<file path="src/spp_regs.svh">
// constants for the single-pin port: register offsets, fields, reset values
// assumes the special-function bus presents byte addresses and an 8-bit data path
// Summary of operation
// - The pin mode comes from the mode bit of mode-select A paired with the bit of mode-select B.
// - Mode bits A,B encode 00 quasi-bidirectional, 01 push-pull, 10 input-only, 11 open-drain.
// - The input-type bit picks a TTL input when clear and a Schmitt input when set.
// - The slew bit gives normal slew when clear and high-speed slew when set.
// - Mode-select A and B sit on page 0, input-type and slew on page 1, sharing addresses.
// - Mode-select A resets to 0x01 and the other three configuration registers to 0x00.
// - Bits 7 to 1 of the port data register always read as zero.
// - The pin works as general purpose I/O only while the internal oscillator clocks the system.
// - Otherwise the pin is the external clock input, data writes are ignored and the bit reads 0.
// - The port data register resets to 0x01 with the output latch high.
`ifndef SPP_REGS_SVH
`define SPP_REGS_SVH
`define SPP_ADDR_MODE_A   8'hAC
`define SPP_ADDR_INTYPE   8'hAC
`define SPP_ADDR_MODE_B   8'hAD
`define SPP_ADDR_SLEW     8'hAD
`define SPP_ADDR_DATA     8'hB0
`define SPP_BIT_PIN       0
`define SPP_RST_MODE_A    1'b1
`define SPP_RST_MODE_B    1'b0
`define SPP_RST_INTYPE    1'b0
`define SPP_RST_SLEW      1'b0
`define SPP_RST_LATCH     1'b1
`endif

</file>
<file path="src/spp_pkg.sv">
// types for the single-pin port
// assumes nothing of its surroundings
package spp_pkg;
  typedef enum logic [1:0] {
    SPP_QUASI,
    SPP_PUSH_PULL,
    SPP_INPUT_ONLY,
    SPP_OPEN_DRAIN
  } spp_mode_e;
endpackage : spp_pkg

</file>
<file path="src/spp_pad_ctrl.sv">
// pad driver control for the single pin
// assumes the pad applies the drive request combinationally
`timescale 1ns/1ps
`default_nettype none
module spp_pad_ctrl (
  // configuration
  input  wire logic              mode_a,
  input  wire logic              mode_b,
  input  wire logic              gpio_ok,
  input  wire logic              latch,
  // pad request
  output logic                   drive_out,
  output logic                   drive_oe_n
);
  spp_pkg::spp_mode_e mode;
  assign mode = spp_pkg::spp_mode_e'({mode_a, mode_b});
  always_comb begin
    drive_out  = latch;
    drive_oe_n = 1'b1;
    if (gpio_ok) begin
      case (mode)
        spp_pkg::SPP_PUSH_PULL:  drive_oe_n = 1'b0;
        spp_pkg::SPP_INPUT_ONLY: drive_oe_n = 1'b1;
        spp_pkg::SPP_OPEN_DRAIN: drive_oe_n = latch;
        spp_pkg::SPP_QUASI:      drive_oe_n = latch;
        default:                 drive_oe_n = 1'b1;
      endcase
    end
  end
endmodule : spp_pad_ctrl
`default_nettype wire

</file>
<file path="src/spp_port.sv">
// single-pin port with its special-function registers and pad control
// assumes a synchronous byte bus with one-cycle write and read strobes
`timescale 1ns/1ps
`default_nettype none
`include "spp_regs.svh"
module spp_port (
  // clock and reset
  input  wire logic              clk,
  input  wire logic              reset,
  // register bus
  input  wire logic [7:0]        sfr_addr,
  input  wire logic [7:0]        sfr_wdata,
  input  wire logic              sfr_wr,
  input  wire logic              sfr_rd,
  input  wire logic              sfr_page,
  output logic      [7:0]        sfr_rdata,
  output logic                   sfr_rvalid,
  // clock source
  input  wire logic              int_osc_sel,
  // pin
  input  wire logic              pin_in,
  output logic                   pin_out,
  output logic                   pin_oe_n,
  output logic                   pin_schmitt,
  output logic                   pin_fast_slew,
  output logic                   ext_clock_input
);
  logic mode_a;
  logic mode_b;
  logic latch;
  logic pin_sample;
  logic pad_out;
  logic pad_oe_n;
  logic hit_a;
  logic hit_b;
  logic hit_d;

  assign hit_a = (sfr_addr == `SPP_ADDR_MODE_A);
  assign hit_b = (sfr_addr == `SPP_ADDR_MODE_B);
  assign hit_d = (sfr_addr == `SPP_ADDR_DATA);

  always_ff @(posedge clk) begin
    if (reset) begin
      mode_a        <= `SPP_RST_MODE_A;
      mode_b        <= `SPP_RST_MODE_B;
      pin_schmitt   <= `SPP_RST_INTYPE;
      pin_fast_slew <= `SPP_RST_SLEW;
    end else if (sfr_wr) begin
      if (hit_a && !sfr_page) mode_a <= sfr_wdata[`SPP_BIT_PIN];
      if (hit_b && !sfr_page) mode_b <= sfr_wdata[`SPP_BIT_PIN];
      if (hit_a && sfr_page) pin_schmitt <= sfr_wdata[`SPP_BIT_PIN];
      if (hit_b && sfr_page) pin_fast_slew <= sfr_wdata[`SPP_BIT_PIN];
    end
  end

  always_ff @(posedge clk) begin
    if (reset) begin
      latch <= `SPP_RST_LATCH;
    end else if (sfr_wr && hit_d && int_osc_sel) begin
      latch <= sfr_wdata[`SPP_BIT_PIN];
    end
  end

  always_ff @(posedge clk) begin
    if (reset) pin_sample <= 1'b0;
    else       pin_sample <= pin_in;
  end

  spp_pad_ctrl u_pad (
    .mode_a     (mode_a),
    .mode_b     (mode_b),
    .gpio_ok    (int_osc_sel),
    .latch      (latch),
    .drive_out  (pad_out),
    .drive_oe_n (pad_oe_n)
  );

  always_ff @(posedge clk) begin
    if (reset) begin
      pin_out         <= `SPP_RST_LATCH;
      pin_oe_n        <= 1'b1;
      ext_clock_input <= 1'b0;
    end else begin
      pin_out         <= pad_out;
      pin_oe_n        <= pad_oe_n;
      ext_clock_input <= !int_osc_sel && pin_in;
    end
  end

  always_ff @(posedge clk) begin
    if (reset) begin
      sfr_rdata  <= 8'h00;
      sfr_rvalid <= 1'b0;
    end else begin
      sfr_rvalid <= sfr_rd;
      sfr_rdata  <= 8'h00;
      if (sfr_rd) begin
        if (hit_a) sfr_rdata <= {7'h00, sfr_page ? pin_schmitt : mode_a};
        if (hit_b) sfr_rdata <= {7'h00, sfr_page ? pin_fast_slew : mode_b};
        if (hit_d) sfr_rdata <= {7'h00, int_osc_sel & pin_sample};
      end
    end
  end
endmodule : spp_port
`default_nettype wire

</file>
<file path="config.mk">
export PLATFORM = sky130hd
export DESIGN_NAME = spp_port
export DESIGN_NICKNAME = d
export VERILOG_FILES = /design/src/spp_pkg.sv /design/src/spp_pad_ctrl.sv /design/src/spp_port.sv
export VERILOG_INCLUDE_DIRS = /design/src /design/src/src
export SDC_FILE = /design/constraint.sdc
export NUM_CORES = 1
export LEC_CHECK = 0
export BUFFER_PORTS_ARGS = -buffer_cell sky130_fd_sc_hd__buf_2
export CAP_MARGIN = 15
export CORE_MARGIN = 2
export CORE_UTILIZATION = 43
export DETAILED_ROUTE_END_ITERATION = 8
export GPL_TIMING_DRIVEN = 0
export HOLD_SLACK_MARGIN = 0.03
export PLACE_DENSITY_LB_ADDON = 0.25
export SYNTH_ARGS = -nofsm -noshare
export SYNTH_HDL_FRONTEND = slang
export SYNTH_SLANG_ARGS = --single-unit
</file>
<file path="constraint.sdc">
create_clock -name clk -period 1.8 [get_ports clk]
set_input_delay 0.18 -clock clk [delete_from_list [all_inputs] [get_ports clk]]
set_output_delay 0.18 -clock clk [all_outputs]
set_load 0.05 [all_outputs]
</file>
**After elaboration in Yosys (flattened, before gate mapping)**

Cells that the tools add are included.

- Bitwise gates (word level): 3
- Muxes and demuxes: 6
- Equal/unequal tests: 6
- Reduce and logical (&&, ||, !) cells: 18

Operators with widths:

| operator | number |
|---|---|
| $eq 8x8->1 const B | 3 |
| $reduce_and 2->1 | 4 |
| $logic_and 1x1->1 | 7 |
| $reduce_or 2->1 | 3 |
| $mux 1 | 5 |
| $eq 2x2->1 const B | 2 |
| $reduce_or 4->1 | 1 |
| $pmux 1 s3 | 1 |
| $eq 2x1->1 const B | 1 |
| $logic_not 1->1 | 2 |
| $logic_not 2->1 | 1 |
| $not 1->1 | 2 |
| $and 1x1->1 | 1 |

- Output and inout bits: 14
- Word-level logic and storage cells: 45
- Flip-flop bits (word level): 18
- Input port bits: 23

**Logic depth before layout (Yosys ltp)**

Gate-level depths: netlist (run 1).

- Word-level depth: 4
- Depth in mapped cells: 4
- Gate-level depth less buffers: 4

**Hierarchy**

A second synthesis (run 1) with hierarchy kept.

- Cells, all modules: 61
- Area total of the unflattened synthesis: 568.0 µm²

Modules (own cells, without submodules):

| module | area an instance (µm²) | seq. area each (µm²) | times used | cells an instance |
|---|---|---|---|---|
| spp_port | 518.0 | 220.2 | 1 | 54 |
| spp_pad_ctrl | 50.0 | 0.0 | 1 | 7 |

**Least setup slack after synthesis (run 1)**

Ideal clock, no wire load.

- Kind: flip-flop to flip-flop
- Start point: register pin_fast_slew
- End point: register sfr_rdata[0]
- Arrival: 1.034 ns
- Setup slack: 0.643 ns
- Setup time: 0.123 ns
- Period minus slack after synthesis: 1.157 ns
- Required time: 1.677 ns
- Buffers on the path: 0
- Stages on the path, launching flop included: 4
- Cells stage by stage: dfxtp_1 -> mux2_2 -> a22oi_1 -> o22ai_1

- Word-level cells in the longest chain between the ends: 3

Ends and longest elaborated chain:

| element | RTL line | text |
|---|---|---|
| from (decl) | spp_port.sv:25 | `output logic pin_fast_slew,` |
| from (signal assigned) | spp_port.sv:47 | `` pin_fast_slew <= `SPP_RST_SLEW; `` |
| from (signal assigned) | spp_port.sv:52 | `` if (hit_b && sfr_page) pin_fast_slew <= sfr_wdata[`SPP_BIT_PIN]; `` |
| $mux 1 (2 in a row) | spp_port.sv:99 | `if (hit_b) sfr_rdata <= {7'h00, sfr_page ? pin_fast_slew : mode_b};` |
| $mux 1 | spp_port.sv:100 | `if (hit_d) sfr_rdata <= {7'h00, int_osc_sel & pin_sample};` |
| to (signal assigned) | spp_port.sv:98 | `if (hit_a) sfr_rdata <= {7'h00, sfr_page ? pin_schmitt : mode_a};` |
| to (signal assigned) | spp_port.sv:99 |  |
| to (signal assigned) | spp_port.sv:100 |  |
| to (decl) | spp_port.sv:16 | `output logic [7:0] sfr_rdata,` |

Every way passes these cells.
A chain may end at the register's enable or synchronous reset.

**Final worst setup path (run 1)**

- Start point: register pin_schmitt
- End point: output pin_schmitt

RTL lines:

| element | RTL line | text |
|---|---|---|
| from (decl) | spp_port.sv:24 | `output logic pin_schmitt,` |
| from (signal assigned) | spp_port.sv:46 | `` pin_schmitt <= `SPP_RST_INTYPE; `` |
| from (signal assigned) | spp_port.sv:51 | `` if (hit_a && sfr_page) pin_schmitt <= sfr_wdata[`SPP_BIT_PIN]; `` |

No word-level cell between the ends.

==> run summary, run 1 <==
outcome = finished, final reports clean
crit path capture type = primary output
DP Wirelength = 856 um
postcts setup bufs = 0
initial antenna violation count = 0
post-synthesis cell type count = 23
Die W = 40.7 um
worst hold start = int_osc_sel
CTS tree = done
RSZ-0062 raised after global routing = false
clock buffer count from CTS = 3
Starting Density = 0.451
Placed Area = 726 um2
Port Buf Inserts = 21
CP Launch Type = flop
crit path time final = 1070 ps
clock power share = 0.328
Ports = 37
die height = 40.7 um
synthesized cell area = 579 um2
fin nets = 116
sequential share of power = 0.483
Hold Crit Class = in2reg
Internal = 367 uW
# DRC = 0
first-pass GRT wire length = 1.73 mm
top cell type by total area after synthesis = dfxtp_1
CTS HTree Levels = 1
reg-to-reg startpoint = mode_a
ys async rst share = 0
Combinational Power Share = 0.189
clock-pin slew on the worst setup and hold paths = 70 ps
Detail Route Antenna Nets = 0
final wirelength = 1.09 mm
drt pass-1 iters = 4
Congestion Overflow GR = 0
clock latency on the worst-skew pair = 270 ps
Post-Place Worst Slack = 677 ps
std cell rows = 13
Iteration-0 DRC Markers = 11
worst-path maximum fanout = 3
crit path DAT = 890 ps
Final Power = 512 uW
Tot GR Track Use = 0.164
setup ws final = 726 ps
Post-synth top cells = 11 x dfxtp_1, 7 x buf_4, 5 x mux2i_1
Fillers = 117
share of post-route cells with drive strength above 1 = 0.378
Routed WL per cell = 10.4 um
largest net degree at the start of global routing = 11
EDFF count, synth = 0
vias in the first global route = 409
fin area = 752 um2
Worst R2R Setup Slack = 750 ps
Die ar. = 1660 um2
hold path depth = 2
CP top delay family = flip-flops
crit path cell chain = buf_2
via/cell ratio = 4.73
fmax = 931 MHz
CP Class = reg2out
Multi-input gate area = 314 um2
# Max-Cap Violations = 0
Worst path slowest cell = dfxtp_1
Core ar. = 1280 um2
P_sw = 145 uW
GPL Wtd Cong = 0.750
Syn Area/Cell = 9.82 um2
Hold Vio Cnt, Final = 0
top-area cell type share of the netlist area = 0.380
IR drop worst, VDD = 0.327 mV
Hold EP = ext_clock_input
# clock sinks = 11
ratio of final minimum period to clock period = 0.596
required time of the critical path = 1620 ps
top-count cell post-synth = dfxtp_1
Finish-stage setup viols = 0
post-cts gate resize count = 0
power per cell area = 681 nW/um2
CP Buf/Inv Count = 1
Worst Reg-to-Reg Cells = 4
Synth Register Bits = 11
Sw Share = 0.284
CTS Root Cell = clkbuf_4
final clock skew = 7.37 ps
Synth warnings = 0
setup TNS = 0 ps
Gate Count Post-Synth = 59
vias = 497
register area share after synthesis = 0.380
Reg area = 220 um2
Main synth FF type = dfxtp_1
max incr delay on CP = 350 ps
Synth-to-Final Area Change = 29.8%
reg2reg end = pin_oe_n
clk buf depth = 2
antenna diode count = 0
Pins Over Slew Limit = 0
# hold bufs at CTS = 0
Area contributors post-synth = dfxtp_1 38%, buf_4 9.1%, mux2i_1 8.6%
P_leak = 0.390 nW
[per-layer routing]
metal | track usage | up-vias | routed length, um
met4 | 0.100 | 0 | 20
met2 | 0.270 | 18 | 529
met5 | 0 | - | 0
li1 | - | 256 | -
met3 | 0.0489 | 4 | 68
met1 | 0.183 | 219 | 469
[area by class of cell]
class                           instances  share of cell area
Multi-Input combinational cell         43               0.418
Sequential cell                        11               0.293
Timing Repair Buffer                   21               0.140
Buffer                                  8              0.0749
Clock buffer                            4              0.0349
Tap cell                               15              0.0250
Inverter                                3              0.0150
[cells in the final DEF, fill, tap and decap left out, types with 2 or more instances in the layout]
cell and n:
nor2_1 3, buf_2 21, mux2i_1 5, nand4_1 3, buf_4 7, nand2_1 2
conb_1 7, inv_1 3, mux2_2 2, clkbuf_1 2, nand2b_1 4, dfxtp_1 11
nand4b_1 2, nor2b_1 4, clkbuf_4 3, ha_1 2
[registers in the layout (all words and copies together) (netlist names)]
name	count
sfr_rdata	1
pin_out	1
latch	1
mode_a	1
sfr_rvalid	1
pin_schmitt	1
pin_sample	1
ext_clock_input	1
pin_fast_slew	1
mode_b	1
pin_oe_n	1
[cell families after synthesis]
logic type	share of synthesized area
buf+inv	0.117
other cells	0.00647
fa+ha+maj	0.0432
flops	0.380
mux	0.125
simple gates	0.287
compound gates	0.0410
[power groups by stage]
stage / sequential [mW] / clock [mW] / combinational, mW
global placement: 0.253 / 0 / 0.0945
CTS: 0.247 / 0.173 / 0.0963
finish: 0.247 / 0.168 / 0.0966
floorplan: 0.261 / 0 / 0.0618
global route: 0.248 / 0.186 / 0.104
detailed placement: 0.253 / 0 / 0.0959
[metrics by stage]
| stage | util | cells | hold WS, ps |
|---|---|---|---|
| 2_1_floorplan | - | 65 | 252 |
| 3_3_place_gp | 0.565 | 101 | 392 |
| 3_5_place_dp | 0.565 | 101 | 396 |
| 4_1_cts | 0.585 | 105 | 114 |
| 5_1_grt | 0.585 | 105 | 112 |
| 6_report | 0.585 | 105 | 116 |
[worst max-delay path by stage]
stage,startpoint,to,slack (ps),cells after the start
after floorplan,pin_fast_slew,sfr_rdata[0],640,3
after global placement,sfr_addr[0],latch,700,4
after detailed placement,sfr_addr[0],mode_a,680,4
after CTS,pin_schmitt,pin_schmitt,720,1
after global routing,pin_schmitt,pin_schmitt,670,1
final,pin_schmitt,pin_schmitt,730,1
(Power assumes the default switching activity.)
==> run 2: changes to the inputs <==
--- a/config.mk
+++ b/config.mk
@@ -6,10 +6,11 @@
 export SDC_FILE = /design/constraint.sdc
 export NUM_CORES = 1
 export LEC_CHECK = 0
+export ABC_AREA = 1
 export BUFFER_PORTS_ARGS = -buffer_cell sky130_fd_sc_hd__buf_2
 export CAP_MARGIN = 15
 export CORE_MARGIN = 2
-export CORE_UTILIZATION = 43
+export CORE_UTILIZATION = 42
 export DETAILED_ROUTE_END_ITERATION = 8
 export GPL_TIMING_DRIVEN = 0
 export HOLD_SLACK_MARGIN = 0.03
==> constraint.sdc (replaced) <==
create_clock -name clk -period 1.1 [get_ports clk]
set_input_delay 0.11 -clock clk [delete_from_list [all_inputs] [get_ports clk]]
set_output_delay 0.11 -clock clk [all_outputs]
set_load 0.05 [all_outputs]
==> run 2 against run 1 <==
Critical path type is now reg2reg. First-iteration DRC count up 9.1%. Combinational power grew 81%. Routed wire length rose by 12%. Critical endpoint is now pin_oe_n.
==> run summary, run 2 <==
outcome = finished, final reports clean
Combinational Power Share = 0.207 (+0.018)
largest net degree at the start of global routing = 7 (-4)
reg2reg end = pin_oe_n
CP Buf/Inv Count = 1 (unchanged)
fin area = 822 um2 (+9.3%)
P_leak = 0.496 nW (+27%)
register area share after synthesis = 0.343 (-0.0370)
CTS HTree Levels = 1 (unchanged)
via/cell ratio = 4.48 (-5.4%)
Die ar. = 1860 um2 (+12%)
# hold bufs at CTS = 0 (unchanged)
sequential share of power = 0.478 (-0.005)
Detail Route Antenna Nets = 0 (unchanged)
# Max-Cap Violations = 0 (unchanged)
ys async rst share = 0 (unchanged)
die height = 43.1 um (+5.9%)
initial antenna violation count = 0 (unchanged)
Die W = 43.1 um (+5.9%)
most common cell after layout, fill and taps aside = buf_2
top-count cell post-synth = nand2_1
P_sw = 249 uW (+72%)
Synth warnings = 0 (unchanged)
synthesized cell area = 642 um2 (+11%)
worst hold start = pin_in
Internal = 598 uW (+63%)
EDFF count, synth = 0 (unchanged)
Core ar. = 1470 um2 (+15%)
hold path depth = 3 (+1)
Routed WL per cell = 8.43 um (-19%)
vias = 649 (+31%)
required time of the critical path = 1250 ps (-370 ps)
Congestion Overflow GR = 0 (unchanged)
Worst Reg-to-Reg Cells = 4 (unchanged)
clock latency on the worst-skew pair = 260 ps (about the same)
std cell rows = 14 (+1)
most frequent cells in the layout = 22 x buf_2, 21 x nand2_1, 15 x inv_1
Post-synth top cells = 21 x nand2_1, 15 x inv_1, 14 x nor2_1
crit path time final = 1030 ps
Tot GR Track Use = 0.147 (-0.0170)
Post-Place Worst Slack = 34.7 ps (-643 ps)
Final Power = 847 uW (+65%)
setup TNS = 0 ps (unchanged)
power per cell area = 1030 nW/um2 (+51%)
Syn Area/Cell = 6.62 um2 (-33%)
GPL Wtd Cong = 0.787 (+5.0%)
clk buf depth = 2 (unchanged)
fin nets = 155 (+34%)
setup ws final = 73.4 ps (-653 ps)
Hold Crit Class = in2reg
Fillers = 158 (+35%)
Worst path slowest cell = dfxtp_2
reg-to-reg startpoint = mode_a
RSZ-0062 raised after global routing = false
Area contributors post-synth = dfxtp_1 34%, nand2_1 12%, inv_1 8.8%
Synth Register Bits = 11 (unchanged)
# DRC = 0 (unchanged)
Main synth FF type = dfxtp_1
Sw Share = 0.294 (+0.0106)
final wirelength = 1.22 mm (+12%)
crit path DAT = 1180 ps (+290 ps)
worst-path maximum fanout = 4 (+1)
drt pass-1 iters = 4 (unchanged)
top-area cell type share of the netlist area = 0.343 (-0.0370)
clock buffer count from CTS = 3 (unchanged)
crit path capture type = flop
Finish-stage setup viols = 0 (unchanged)
Synth-to-Final Area Change = 28.1%
Starting Density = 0.436 (-0.0146)
Port Buf Inserts = 22 (+4.8%)
Pins Over Slew Limit = 0 (unchanged)
antenna diode count = 0 (unchanged)
Hold Vio Cnt, Final = 0 (unchanged)
CTS Root Cell = clkbuf_4
Hold EP = pin_sample
Ports = 37 (unchanged)
max incr delay on CP = 350 ps (about the same)
Worst R2R Setup Slack = 70 ps (-680 ps)
post-synthesis cell type count = 18 (-22%)
Gate Count Post-Synth = 97 (+64%)
Placed Area = 795 um2 (+9.5%)
DP Wirelength = 1.02 mm (+19%)
final clock skew = 6.46 ps (-0.914 ps)
share of post-route cells with drive strength above 1 = 0.318 (-0.0599)
crit path cell chain = inv_1 > ha_1 > a21oi_1 > o211ai_1
IR drop worst, VDD = 0.754 mV (+130%)
clock-pin slew on the worst setup and hold paths = 70 ps (about the same)
fmax = 974 MHz
CP top delay family = flip-flops
Min Hold Slack = 59.7 ps (-56.5 ps)
# clock sinks = 11 (unchanged)
Iteration-0 DRC Markers = 12 (+1)
vias in the first global route = 548 (+34%)
ratio of final minimum period to clock period = 0.933
top cell type by total area after synthesis = dfxtp_1
first-pass GRT wire length = 2.01 mm (+17%)
CP Launch Type = flop
clock power share = 0.315 (-0.013)
CP Class = reg2reg
CTS tree = done
[run 2: worst max-delay path by stage]
stage,depth (start not counted),endpoint,startpoint
floorplan,6,sfr_rdata[0],pin_schmitt
global placement,4,pin_oe_n,mode_a
detailed placement,4,pin_oe_n,mode_a
CTS,4,pin_oe_n,mode_a
global route,1,pin_schmitt,pin_schmitt
finish,4,pin_oe_n,mode_a
[run 2: area by class of cell]
| class | count | area [um2] | share of cell area |
|---|---|---|---|
| well taps | 16 | 20.0 | 0.0244 |
| plain buffers | 7 | 52.6 | 0.0639 |
| multi-input cells | 68 | 328 | 0.399 |
| repair buffers | 22 | 110 | 0.134 |
| flip-flops and latches | 11 | 221 | 0.269 |
| clock buffers | 4 | 26.3 | 0.0320 |
| inverters | 17 | 63.8 | 0.0776 |
[run 2: power by group through the flow]
stage,Sequential (mW),Clock [mW],Combinational [mW]
3_3_place_gp,0.414,0,0.173
2_1_floorplan,0.427,0,0.113
4_1_cts,0.405,0.286,0.176
3_5_place_dp,0.414,0,0.175
5_1_grt,0.405,0.307,0.190
6_report,0.405,0.266,0.175
[run 2: layer usage]
layer	up-vias	GRT usage	wire [um]
li1	343	-	-
met1	279	0.152	496
met2	25	0.248	613
met3	2	0.0638	103
met4	0	0.0727	9
met5	-	0	0
[run 2: cell families after synthesis]
family,Yosys count,synth area share
AO/OA/AOI/OAI,2,0.0195
adder cells (fa/ha/maj),2,0.0390
buffers and inverters,24,0.181
flip-flops,11,0.343
other,1,0.00584
AND/OR/NAND/NOR,57,0.411
[run 2: what timing repair did]
| item | in CTS | in global routing |
|---|---|---|
| buffers inserted | 0 | 0 |
| endpoints found under the setup margin | 0 | 1 |
| gates resized for setup | 0 | 1 |
[run 2: metrics by stage]
step,std cells,utilization
finish,145,0.559
global route,145,0.559
global placement,141,0.540
detailed placement,141,0.540
CTS,145,0.558
floorplan,103,-
[run 2: worst min-delay path, delay by kind of cell]
family	cells	cell delay, ps
simple gates	1	60
buf+inv	2	110
